===== config.mk =====
export PLATFORM = sky130hd
export DESIGN_NAME = tms_sync
export DESIGN_NICKNAME = d
export VERILOG_FILES = /design/src/core/tms_pkg.sv /design/src/core/tms_quad_decode.sv /design/src/core/tms_sync.sv
export VERILOG_INCLUDE_DIRS = /design/src /design/src/core
export SDC_FILE = /design/constraint.sdc
export NUM_CORES = 1
export LEC_CHECK = 0
export ABC_CLOCK_PERIOD_IN_PS = 4300
export BUFFER_PORTS_ARGS = -buffer_cell sky130_fd_sc_hd__buf_2
export CORE_MARGIN = 3
export CORE_UTILIZATION = 50
export DETAILED_ROUTE_END_ITERATION = 6
export PLACE_DENSITY_LB_ADDON = 0.08
export SLEW_MARGIN = 25
export SYNTH_ARGS = -nofsm -noshare
export SYNTH_HDL_FRONTEND = slang
export SYNTH_HIERARCHICAL = 1
export SYNTH_SLANG_ARGS = --single-unit

===== constraint.sdc =====
create_clock -name i_clock -period 4.3 [get_ports i_clock]
set_input_delay 0.215 -clock i_clock [delete_from_list [all_inputs] [get_ports i_clock]]
set_output_delay 0.215 -clock i_clock [all_outputs]
set_load 0.02 [all_outputs]

===== src/core/tms_params.svh =====
// Constants of the timer master/slave synchronisation block
`ifndef TMS_PARAMS_SVH
`define TMS_PARAMS_SVH

// Counter width that the reload value carries
`define TMS_CNT_WIDTH 16
// Select field widths
`define TMS_SEL_WIDTH 3
`define TMS_TRS_WIDTH 4
// Trigger source codes
`define TMS_TRS_SOFTWARE 4'h0
`define TMS_TRS_CHAN0_FILT 4'h1
`define TMS_TRS_CHAN1_FILT 4'h2
`define TMS_TRS_EXT_TRIG 4'h3
`define TMS_TRS_CHAN0_EDGE 4'h8
`define TMS_TRS_INTERNAL0 4'h9
`define TMS_TRS_INTERNAL1 4'hA
`define TMS_TRS_INTERNAL2 4'hB
// Reload value used when counting up
`define TMS_RELOAD_ZERO 16'h0000
// Reset value of every state bit
`define TMS_STATE_RESET '0

`endif


===== src/core/tms_pkg.sv =====
// Types of the timer master/slave synchronisation block
`default_nettype none
`include "tms_params.svh"

package tms_pkg;

  typedef enum logic [`TMS_SEL_WIDTH-1:0] {
    MM_RESET, MM_ENABLE, MM_UPDATE, MM_CAPCMP, MM_OREF0, MM_OREF1, MM_OREF2, MM_OREF3
  } tms_master_type;

  typedef enum logic [`TMS_SEL_WIDTH-1:0] {
    SM_DISABLE, SM_QUAD1, SM_QUAD2, SM_QUAD3, SM_RESTART, SM_PAUSE, SM_TRIGGER, SM_EDGE_CLOCK
  } tms_slave_type;

  typedef struct packed {
    tms_master_type master_source_select;
    tms_slave_type slave_behaviour_select;
    logic [`TMS_TRS_WIDTH-1:0] trigger_source_select;
    logic sync_delay_enable;
    logic update_event_suppress;
    logic count_down_mode;
    logic [`TMS_CNT_WIDTH-1:0] counter_reload_value;
  } tms_cfg_type;

  typedef struct packed {
    logic chan0_filtered;
    logic chan1_filtered;
    logic ext_trigger;
    logic chan0_edge;
    logic [2:0] internal_trigger;
  } tms_src_type;

  typedef struct packed {
    logic count_tick;
    logic count_down;
    logic reload;
    logic [`TMS_CNT_WIDTH-1:0] reload_value;
    logic counter_enable;
    logic update_event;
    logic prescaler_reinit;
  } tms_ctrl_type;

endpackage
`default_nettype wire


===== src/core/tms_quad_decode.sv =====
// Quadrature decoder for the two channel inputs
`default_nettype none

module tms_quad_decode import tms_pkg::*; (
  // Clock and reset
  input wire logic i_clock,
  input wire logic i_resetn,
  // Mode and channel inputs
  input wire tms_slave_type i_mode,
  input wire logic i_chan0_input,
  input wire logic i_chan1_input,
  // Count pulse and direction
  output logic o_tick,
  output logic o_down
);

  typedef struct packed {
    logic c0;
    logic c1;
    logic tick;
    logic down;
  } tms_qd_state_type;

  tms_qd_state_type s_q, s_d;
  logic e0, e1;

  always_comb begin
    s_d = s_q;
    e0 = i_chan0_input ^ s_q.c0;
    e1 = i_chan1_input ^ s_q.c1;
    s_d.c0 = i_chan0_input;
    s_d.c1 = i_chan1_input;
    s_d.tick = 1'b0;
    s_d.down = 1'b0;
    case (i_mode)
      SM_QUAD1: begin
        s_d.tick = e0; // RQ8
        s_d.down = i_chan0_input == i_chan1_input;
      end
      SM_QUAD2: begin
        s_d.tick = e1; // RQ9
        s_d.down = i_chan0_input != i_chan1_input;
      end
      SM_QUAD3: begin
        // Both edges at once carry no direction
        s_d.tick = e0 ^ e1; // RQ10
        s_d.down = e0 ? (i_chan0_input == i_chan1_input) : (i_chan0_input != i_chan1_input);
      end
      default: begin
        s_d.tick = 1'b0;
      end
    endcase
  end

  always_ff @(posedge i_clock) begin
    if (!i_resetn) begin
      s_q <= `TMS_STATE_RESET;
    end else begin
      s_q <= s_d;
    end
  end

  assign o_tick = s_q.tick;
  assign o_down = s_q.down;

endmodule // tms_quad_decode
`default_nettype wire


===== src/core/tms_sync.sv =====
// Master trigger and slave mode control of a general timer
`default_nettype none

////////////////////////////////////////////////////////////////////////////////
// Function
// [RQ1] A 3-bit master select picks the source of the master trigger output.
// [RQ2] Select 000: pulse on software update or slave restart trigger.
// [RQ3] Select 001: master trigger follows the counter enable.
// [RQ4] Select 010: master trigger carries update event when not suppressed.
// [RQ5] Select 011: pulse on each channel 0 capture or compare event.
// [RQ6] Selects 100 to 111: follow channel 0 to 3 output reference.
// [RQ7] Slave select 000: prescaler clocked by the internal clock.
// [RQ8] Slave 001: count on channel 0 edges, direction from channel 1 level.
// [RQ9] Slave 010: count on channel 1 edges, direction from channel 0 level.
// [RQ10] Slave 011: count on either channel edge, qualified by the other.
// [RQ11] Slave 100: trigger rise reloads zero or reload value, updates registers.
// [RQ12] Slave 101: count only while trigger high, hold value when low.
// [RQ13] Slave 110: trigger rise starts the counter; stopping is not controlled.
// [RQ14] Slave 111: each trigger rise is one count clock.
// [RQ15] Sync enable delays own actions to stay aligned with slaves.
// [RQ16] Trigger source select picks the slave trigger input.
// [RQ17] Suppression blocks update event but keeps prescaler reinitialisation.
// [RQ18] Event-derived master trigger outputs are one-cycle pulses.
module tms_sync import tms_pkg::*; (
  // Clock and reset
  input wire logic i_clock,
  input wire logic i_resetn,
  // Configuration
  input wire tms_cfg_type i_cfg,
  input wire logic i_timer_enable,
  // Counter and channel events
  input wire logic i_update_generate_bit,
  input wire logic i_overflow,
  input wire logic i_chan0_ccev,
  input wire logic [3:0] i_chan_out_reference,
  // Slave trigger sources
  input wire tms_src_type i_src,
  // Quadrature inputs
  input wire logic i_chan0_input,
  input wire logic i_chan1_input,
  // Master trigger and counter control
  output logic o_master_trigger_out,
  output var tms_ctrl_type o_ctrl
);

  ////////////////////////////////////////////////////////////////////////////////
  // State

  typedef struct packed {
    logic ug;
    logic ovf;
    logic cc;
    logic slave_trigger_in;
    logic started;
    tms_ctrl_type dly;
    tms_ctrl_type out;
    logic master_trigger_out;
  } tms_state_type;

  tms_state_type s_q, s_d;

  logic q_tick;
  logic q_down;
  logic ug_p;
  logic ovf_p;
  logic cc_p;
  logic slave_trigger_in;
  logic sti_rise;
  logic restart;
  logic en;
  logic mto_now;
  tms_ctrl_type ctrl_now;

  function automatic logic trig_select(input logic [`TMS_TRS_WIDTH-1:0] sel, input logic sw,
                                       input tms_src_type src);
    logic r;
    r = 1'b0;
    if (sel == `TMS_TRS_SOFTWARE) begin
      r = sw;
    end else if (sel == `TMS_TRS_CHAN0_FILT) begin
      r = src.chan0_filtered;
    end else if (sel == `TMS_TRS_CHAN1_FILT) begin
      r = src.chan1_filtered;
    end else if (sel == `TMS_TRS_EXT_TRIG) begin
      r = src.ext_trigger;
    end else if (sel == `TMS_TRS_CHAN0_EDGE) begin
      r = src.chan0_edge;
    end else if (sel == `TMS_TRS_INTERNAL0) begin
      r = src.internal_trigger[0];
    end else if (sel == `TMS_TRS_INTERNAL1) begin
      r = src.internal_trigger[1];
    end else if (sel == `TMS_TRS_INTERNAL2) begin
      r = src.internal_trigger[2];
    end
    return r;
  endfunction

  ////////////////////////////////////////////////////////////////////////////////
  // Quadrature decoding

  tms_quad_decode u_quad (
    .i_clock(i_clock),
    .i_resetn(i_resetn),
    .i_mode(i_cfg.slave_behaviour_select),
    .i_chan0_input(i_chan0_input),
    .i_chan1_input(i_chan1_input),
    .o_tick(q_tick),
    .o_down(q_down)
  );

  ////////////////////////////////////////////////////////////////////////////////
  // Next state

  always_comb begin
    s_d = s_q;
    // Edge detect so held levels give single pulses
    ug_p = i_update_generate_bit & ~s_q.ug; // RQ18
    ovf_p = i_overflow & ~s_q.ovf;
    cc_p = i_chan0_ccev & ~s_q.cc; // RQ18
    slave_trigger_in = trig_select(i_cfg.trigger_source_select, ug_p, i_src); // RQ16
    sti_rise = slave_trigger_in & ~s_q.slave_trigger_in;
    restart = (i_cfg.slave_behaviour_select == SM_RESTART) & sti_rise; // RQ11
    ctrl_now = '0;
    en = i_timer_enable;
    s_d.started = 1'b0;
    case (i_cfg.slave_behaviour_select)
      SM_PAUSE: begin
        en = i_timer_enable & slave_trigger_in; // RQ12
        ctrl_now.count_tick = en;
      end
      SM_TRIGGER: begin
        // Latch holds until the timer itself is disabled
        s_d.started = i_timer_enable & (s_q.started | sti_rise); // RQ13
        en = s_d.started;
        ctrl_now.count_tick = en;
      end
      SM_QUAD1, SM_QUAD2, SM_QUAD3: begin
        ctrl_now.count_tick = en & q_tick; // RQ10
      end
      SM_EDGE_CLOCK: begin
        ctrl_now.count_tick = en & sti_rise; // RQ14
      end
      default: begin
        ctrl_now.count_tick = en; // RQ7
      end
    endcase
    ctrl_now.counter_enable = en;
    if ((i_cfg.slave_behaviour_select == SM_QUAD1) || (i_cfg.slave_behaviour_select == SM_QUAD2) ||
        (i_cfg.slave_behaviour_select == SM_QUAD3)) begin
      ctrl_now.count_down = q_down; // RQ8 RQ9
    end else begin
      ctrl_now.count_down = i_cfg.count_down_mode;
    end
    ctrl_now.reload = restart; // RQ11
    ctrl_now.reload_value = i_cfg.count_down_mode ? i_cfg.counter_reload_value : `TMS_RELOAD_ZERO;
    ctrl_now.update_event = (ovf_p | ug_p | restart) & ~i_cfg.update_event_suppress; // RQ17
    ctrl_now.prescaler_reinit = ug_p | restart; // RQ17
    case (i_cfg.master_source_select) // RQ1
      MM_RESET: begin
        mto_now = ug_p | restart; // RQ2
      end
      MM_ENABLE: begin
        mto_now = en; // RQ3
      end
      MM_UPDATE: begin
        mto_now = ctrl_now.update_event; // RQ4
      end
      MM_CAPCMP: begin
        mto_now = cc_p; // RQ5
      end
      default: begin
        mto_now = i_chan_out_reference[i_cfg.master_source_select[1:0]]; // RQ6
      end
    endcase
    s_d.ug = i_update_generate_bit;
    s_d.ovf = i_overflow;
    s_d.cc = i_chan0_ccev;
    s_d.slave_trigger_in = slave_trigger_in;
    s_d.master_trigger_out = mto_now;
    // Own actions wait one stage while slaves catch the trigger
    s_d.dly = ctrl_now;
    s_d.out = i_cfg.sync_delay_enable ? s_q.dly : ctrl_now; // RQ15
  end

  always_ff @(posedge i_clock) begin
    if (!i_resetn) begin
      s_q <= `TMS_STATE_RESET;
    end else begin
      s_q <= s_d;
    end
  end

  assign o_master_trigger_out = s_q.master_trigger_out;
  assign o_ctrl = s_q.out;

  logic nodly;
  logic [1:0] oref_sel_now;
  logic quad_mode;
  logic refused_src;
  assign nodly = ~i_cfg.sync_delay_enable;
  assign oref_sel_now = i_cfg.master_source_select[1:0];
  assign quad_mode = (i_cfg.slave_behaviour_select == SM_QUAD1) || (i_cfg.slave_behaviour_select == SM_QUAD2) ||
                     (i_cfg.slave_behaviour_select == SM_QUAD3);
  // Source codes 4 to 7 and C to F
  assign refused_src = i_cfg.trigger_source_select[2];
endmodule // tms_sync
`default_nettype wire


==> impl_metrics.yaml, run 1 <==
global_routing:
  antenna_found_initial: 0
  grt_pass1_vias: 1476
  track_usage: 0.149
  grt_pass1_wl_um: 6450
  overflow: 0
  grt_max_degree: 56
sta:
  postLayoutSetupSlackWorst_ns: 2.57
  rsz0062_at_grt: "false"
  fmax_mhz: 579
  worst_slew_pin_slew_ns: 0.763
  final_max_slew_viol_count: 0
  setup_viol_count_final: 0
  hold_viol_final: 0
  finalClockSkew_ns: 0.00782
  finalCritPeriodShare: 0.401
  finalCriticalPeriod_ns: 1.73
  max_slew_margin: 0.491
  fin_tns_setup_ns: 0
cts:
  clock-sinks: 54
  htreeDepth: 2
  postCtsSetupBuffers: 0
  root_buffer: "clkbuf_8"
  cts_made_buffers: 5
  clk_latency_ns: 0.29
  hold_buffers: 0
  cts_tree: "built"
  cts_buffer_depth: 2
  cts_resized: 0
  clk_pin_slew_ns: 0.09
cells_and_area:
  diodes: 0
  drive_above_1_share: 0.292
  synthToLayoutAreaGrowth_pct: 12.2
  finalInstanceArea_mm2: 0.00262
  nNetsFinal: 353
  final_core_util: 0.590
die:
  die_x_um: 74.4
  io_pins: 71
  initial_utilization: 0.526
  die_h_um: 74.4
  core_mm2: 0.00444
  rows: 24
  die_area_mm2: 0.00553
power_and_ir_drop:
  p_per_area_mw_per_mm2: 350
  p_leak_nw: 1.23
  power_mw: 0.917
  ir_drop_v: 0.000193
place:
  globalplace.congestion: 0.829
  hpwl_um: 2830
  pre_cts_ws_ns: 2.47
  postPlaceCellArea_mm2: 0.00254
  portBuffers: 70
worst_setup_path:
  cpMaxStageDelayCell: "a2111oi_2"
  r2r_cells: 5
  crit_type: "flop to flop"
  endpoint_kind: "flop"
  max_stage_delay_ns: 0.50
  r2r_start: "s_q[49]"
  reg2reg_slack_ns: 2.57
  crit_chain: "nor3b_1, a2111oi_2, nor3_2, a22o_1, a221o_1"
  required_ns: 4.48
  r2r_end: "o_master_trigger_out"
  cp_max_fo: 5
  critPathLaunchType: "flop"
  critPathArrivalTime_ns: 1.91
synth:
  synth_top_area_frac: 0.463
  async_reset_ff_frac: 0
  ys_top_cells_by_count: "dfxtp_1, nand2_1, and2_1"
  ys_seq_area_frac: 0.463
  postSynthCellCount: 262
  synth_area_mm2: 0.00234
  synth.most_common_cell: "dfxtp_1"
  synth.avg_cell_area_um2: 8.92
  yosysTopAreaCell: "dfxtp_1"
  synth-edff-count: 0
  yosys_register_bits: 54
  ys_top_cells_by_area: "dfxtp_1, buf_4, and2_1, nand2_1, o21ai_0"
  synth_nets: 310
  synth.distinct_cells: 43
  yosysWarnings: 6
  yosys_most_used_dff: "dfxtp_1"
drt:
  drt_pass1_iterations: 4
  routed_wl_um: 4100
  drc: 0
  antenna_left: 0
  via_per_inst: 4.98
  first_iter_violations: 70
  vias: 1778
  wl_per_cell_um: 11.5
outcome:
  status: "finished clean"
worst_hold_path:
  min_to: "s_q[24]"
  hp-class: "input pin to flop"
  hold_path_startpoint: "i_cfg[17]"
  holdPathStages: 2
flow_run:
  cap_viol_max_count: 0
[worst max-delay path by stage]
stage	start	endpoint	slack [ns]
CTS	s_q[49]	o_master_trigger_out	2.55
global route	s_q[46]	o_ctrl[1]	2.45
global placement	i_cfg[20]	o_master_trigger_out	2.53
floorplan	s_q[49]	o_master_trigger_out	2.73
finish	s_q[49]	o_master_trigger_out	2.57
detailed placement	i_cfg[20]	o_master_trigger_out	2.47
[placed cells by master, fill, tap and decap left out, types with 3 or more instances in the layout]
cell type | synthesis | routed
inv_1 | 7 | 7
and2_1 | 24 | 24
nand2b_1 | 3 | 3
clkbuf_8 | 0 | 5
dfxtp_1 | 54 | 54
and2_2 | 3 | 3
buf_2 | 0 | 70
and3_1 | 16 | 16
a21oi_1 | 5 | 5
nand2_1 | 38 | 38
o21ai_0 | 22 | 22
mux2i_1 | 5 | 5
nor3b_1 | 4 | 4
nor2b_1 | 5 | 5
a21boi_0 | 3 | 3
nor2_1 | 6 | 6
[area by class of cell]
cell class | instances | area [um^2]
fillers | 414 | 1820
flip-flops and latches | 54 | 1080
multi-input cells | 167 | 1020
repair buffers | 70 | 350
clock buffers | 6 | 72.6
well taps | 52 | 65.1
inverters | 7 | 26.3
clock inverters | 1 | 7.51
[kinds of logic after synthesis]
logic type             count (synthesis)  synth area share
flip-flops                            54             0.463
multiplexers                           8            0.0375
AO/OA/AOI/OAI                         48             0.137
buffers and inverters                 41             0.101
AND/OR/NAND/NOR                      109             0.254
XOR/XNOR                               2           0.00750
[layer usage]
metal  wire length, um  track usage
met5                 0            0
met4                43       0.0474
met3               247       0.0486
met2              1860        0.227
met1              1950        0.201
[worst max-delay path: cells and delay by family, from the launching register on]
family | cells | cell delay (ns)
AOI/OAI and AO/OA | 3 | 1.09
DFF | 1 | 0.34
and+or+nand+nor | 2 | 0.19
[sequential cells by signal, summed over array words and instances, names as in the netlist]
signal,count
s_q,27
o_ctrl,22
u_quad/o_down,1
u_quad/s_q,2
u_quad/o_tick,1
o_master_trigger_out,1
[per-stage QoR]
| stage | hold WS [ns] | std cells |
|---|---|---|
| floorplan | 0.291 | 262 |
| global placement | 0.431 | 350 |
| detailed placement | 0.434 | 350 |
| CTS | 0.116 | 357 |
| global route | 0.114 | 357 |
| finish | 0.123 | 357 |
[where the power goes]
group          switching [mW]  internal (mW)
combinational          0.0709         0.0573
sequential            0.00597          0.523
clock                   0.148          0.112
(Power assumes the default switching activity.)
==> run 2: changes to the inputs <==
- ABC_CLOCK_PERIOD_IN_PS: 4300 -> 1600
- clock period: 4.3 -> 1.6 ns (I/O delays scaled with it)
==> impl_metrics.yaml, run 2 (synthesis gave the netlist of run 1 again) <==
drt:
  routed_wl_um: 4340
  vias: 1818
  via_per_inst: 4.91
  drc: 0
  drt_pass1_iterations: 4
  first_iter_violations: 88
  antenna_left: 0
  wl_per_cell_um: 11.7
global_routing:
  track_usage: 0.161
  grt_pass1_vias: 1620
  overflow: 0
  grt_max_degree: 35
  grt_pass1_wl_um: 6920
  antenna_found_initial: 0
worst_setup_path:
  required_ns: 1.85
  crit_type: "flop to flop"
  critPathLaunchType: "flop"
  critPathArrivalTime_ns: 1.77
  cp_max_fo: 2
  endpoint_kind: "flop"
  r2r_cells: 6
cts:
  clk_pin_slew_ns: 0.10
  htreeDepth: 2
  clk_latency_ns: 0.30
  root_buffer: "clkbuf_8"
  clock-sinks: 54
  cts_buffer_depth: 2
  postCtsSetupBuffers: 0
  cts_made_buffers: 5
  cts_tree: "built"
place:
  pre_cts_ws_ns: -0.0420
  globalplace.congestion: 0.821
  portBuffers: 70
  hpwl_um: 3030
  postPlaceCellArea_mm2: 0.00260
sta:
  postLayoutSetupSlackWorst_ns: 0.0765
  finalCriticalPeriod_ns: 1.52
  finalCritPeriodShare: 0.952
  setup_viol_count_final: 0
  finalClockSkew_ns: 0.00662
  worst_slew_pin_slew_ns: 0.394
  final_max_slew_viol_count: 0
  fmax_mhz: 656
  hold_viol_final: 0
  max_slew_margin: 0.737
cells_and_area:
  diodes: 0
  top_register: "s_q"
  synthToLayoutAreaGrowth_pct: 19.4
  drive_above_1_share: 0.321
  largest_reg_flops: 27
  fillers: 400
  nNetsFinal: 365
  finalInstanceArea_mm2: 0.00279
  layout_commonest_cell: "buf_2"
  layout_common_cells: "buf_2, dfxtp_1, nand2_1"
worst_hold_path:
  holdPathStages: 2
  hp-class: "input pin to flop"
die:
  die_area_mm2: 0.00553
  core_mm2: 0.00444
  initial_utilization: 0.526
  rows: 24
  die_h_um: 74.4
  io_pins: 71
  die_x_um: 74.4
power_and_ir_drop:
  p_leak_nw: 1.32
  ir_drop_v: 0.000592
  power_mw: 2.70
  p_per_area_mw_per_mm2: 969
flow_run:
  cap_viol_max_count: 0
outcome:
  status: "finished clean"
[run 2: what timing repair did]
item,in CTS,in global routing
gates resized for setup,2,3
pin swaps,1,1
setup endpoints to repair,4,3
hold buffers,3,1
hold endpoints to repair,3,1
gates cloned,0,0
[run 2: routing by layer]
layer  GRT usage  up-vias  wire length, um
met4      0.0474        0               46
li1            -      969                -
met1       0.209      801             2020
met3      0.0405        4              240
met2       0.266       44             2030
met5           0        -                0
[run 2: path summary, 6_finish.rpt]
| kind | startpoint | to | slack [ns] |
|---|---|---|---|
| min reg2reg | s_q[24] | o_ctrl[1] | 0.46 |
| min | i_cfg[7] | s_q[33] | 0.02 |
| max reg2reg | s_q[49] | o_ctrl[19] | 0.08 |
| max | s_q[49] | o_ctrl[19] | 0.08 |
[run 2: where the power goes]
part / switching (mW) / leakage, nW / internal, mW
combinational: 0.200 / 0.822 / 0.178
clock: 0.431 / 0.0585 / 0.469
sequential: 0.0183 / 0.444 / 1.40
[run 2: area by class of cell]
cell class                 count  area [um^2]  share of cell area
clock buffer                   5         68.8              0.0247
clock inverter                 3         43.8              0.0157
inverter                       7         26.3             0.00942
multi-input combinational    167         1050               0.378
sequential                    54         1080               0.388
tap                           52         65.1              0.0233
timing repair buffer          82          450               0.162
[run 2: critical path, cell delays in order, from the launching register on]
cell	delay [ns]
dfxtp_1	0.33
nor3b_2	0.20
a2111oi_2	0.07
buf_4	0.16
or4_4	0.48
o21ai_1	0.13
and2_1	0.12
[run 2: through the flow]
stage	hold WS, ns	utilization	std cells	TNS, ns
after floorplan	0.156	-	262	0
after global placement	0.296	0.585	358	0
after detailed placement	0.296	0.585	358	-0.0804
after CTS	0.00465	0.621	369	0
after global routing	0.000484	0.628	370	-0.0126
final	0.0192	0.628	370	0
==> run 3: changes to the inputs <==
- PLACE_DENSITY_LB_ADDON: 0.08 -> 0.15
==> impl_metrics.yaml, run 3 (synthesis gave the netlist of run 1 again) <==
outcome:
  status: "finished clean"
worst_setup_path:
  r2r_start: "s_q[49]"
  path_buf_inv: 1
  critPathLaunchType: "flop"
  setup.worst_path.start: "s_q[49]"
  endpoint_kind: "flop"
  crit_chain: "nor3b_2, a2111oi_2, buf_4, or4_1, o21ai_1, and2_1"
  crit_type: "flop to flop"
  max_stage_delay_ns: 0.50
  path_delay_family: "simple AND/OR/NAND/NOR gates"
  cp_max_fo: 2
  critPathArrivalTime_ns: 1.83
  required_ns: 1.85
  cpMaxStageDelayCell: "or4_1"
cells_and_area:
  fillers: 397
  synthToLayoutAreaGrowth_pct: 21.7
  layout_common_cells: "buf_2, dfxtp_1, nand2_1"
  diodes: 0
  drive_above_1_share: 0.322
  top_register: "s_q"
  nNetsFinal: 370
  largest_reg_flops: 27
  layout_commonest_cell: "buf_2"
drt:
  wl_per_cell_um: 11.7
  via_per_inst: 4.88
  vias: 1830
  first_iter_violations: 101
  drt_pass1_iterations: 4
  routed_wl_um: 4400
  antenna_left: 0
  drc: 0
sta:
  fmax_mhz: 634
  finalCriticalPeriod_ns: 1.58
  rsz0062_at_grt: "true"
  final_max_slew_viol_count: 0
  finalClockSkew_ns: 0.00647
  max_slew_margin: 0.728
  worst_slew_pin_slew_ns: 0.408
  finalCritPeriodShare: 0.986
  setup_viol_count_final: 0
  hold_viol_final: 0
  fin_tns_setup_ns: 0
  postLayoutSetupSlackWorst_ns: 0.0223
worst_hold_path:
  hold_path_startpoint: "i_cfg[3]"
  hp-class: "input pin to flop"
global_routing:
  grt_max_degree: 31
  grt_pass1_wl_um: 7280
  overflow: 0
  track_usage: 0.171
  grt_pass1_vias: 1682
  antenna_found_initial: 0
cts:
  clock-sinks: 54
  postCtsSetupBuffers: 0
  clk_pin_slew_ns: 0.10
  root_buffer: "clkbuf_8"
  cts_buffer_depth: 2
  htreeDepth: 2
  cts_made_buffers: 5
  cts_tree: "built"
  clk_latency_ns: 0.30
power_and_ir_drop:
  p_leak_nw: 1.35
  p_per_area_mw_per_mm2: 1010
  comb_power_share: 0.135
  internal-power_mw: 2.22
  p_switching_mw: 0.661
  clkPwrFrac: 0.372
  switching_share: 0.230
  p_seq_frac: 0.494
  ir_drop_v: 0.000568
place:
  globalplace.congestion: 0.768
  hpwl_um: 3080
  pre_cts_ws_ns: -0.0640
  portBuffers: 70
flow_run:
  cap_viol_max_count: 0
die:
  rows: 24
  initial_utilization: 0.526
  die_x_um: 74.4
  die_h_um: 74.4
  die_area_mm2: 0.00553
  io_pins: 71
  core_mm2: 0.00444
run 3: repair_timing:
item                                    in CTS  in global routing
gates resized for setup                      2                  1
hold buffers                                 4                  2
pin swaps                                    1                  1
endpoints found under the setup margin       4                  5
endpoints found under the hold margin        4                  2
run 3: worst paths after layout:
check               end  slack, ns  depth (start not counted)
max          o_ctrl[19]       0.02                          6
min reg2reg   o_ctrl[1]       0.45                          2
max reg2reg  o_ctrl[19]       0.02                          6
min             s_q[29]       0.01                          2
run 3: metal layers:
metal  global-route usage  routed length [um]  vias to the layer above
met1                0.217                2060                      795
met5                    0                   0                        -
met3               0.0514                 214                        9
met2                0.279                2050                       49
met4               0.0573                  76                        0
li1                     -                   -                      977
run 3: power by group through the flow:
| stage | combinational [mW] | clock (mW) | sequential [mW] |
|---|---|---|---|
| global placement | 0.367 | 0 | 1.45 |
| finish | 0.387 | 1.07 | 1.42 |
| global route | 0.435 | 1.15 | 1.43 |
| detailed placement | 0.371 | 0 | 1.45 |
| floorplan | 0.240 | 0 | 1.45 |
| CTS | 0.385 | 1.10 | 1.42 |
run 3: area by class of cell:
cell class,count,area [um^2],share of cell area
clock inverter,3,68.8,0.0242
multi-input combinational,167,1040,0.366
sequential,54,1080,0.380
tap,52,65.1,0.0229
inverter,7,26.3,0.00924
clock buffer,5,68.8,0.0242
timing repair buffer,87,493,0.173
run 3: per-stage QoR:
| step | instances | utilization | power [mW] | hold slack, ns | instance area, um^2 |
|---|---|---|---|---|---|
| 5_1_grt | 375 | 0.640 | 3.02 | 0.0113 | 2840 |
| 3_5_place_dp | 361 | 0.590 | 1.82 | 0.302 | 2620 |
| 3_3_place_gp | 361 | 0.590 | 1.82 | 0.297 | 2620 |
| 6_report | 375 | 0.640 | 2.88 | 0.0145 | 2840 |
| 2_1_floorplan | 262 | - | 1.69 | 0.156 | 2340 |
| 4_1_cts | 373 | 0.634 | 2.90 | 0.00321 | 2820 |
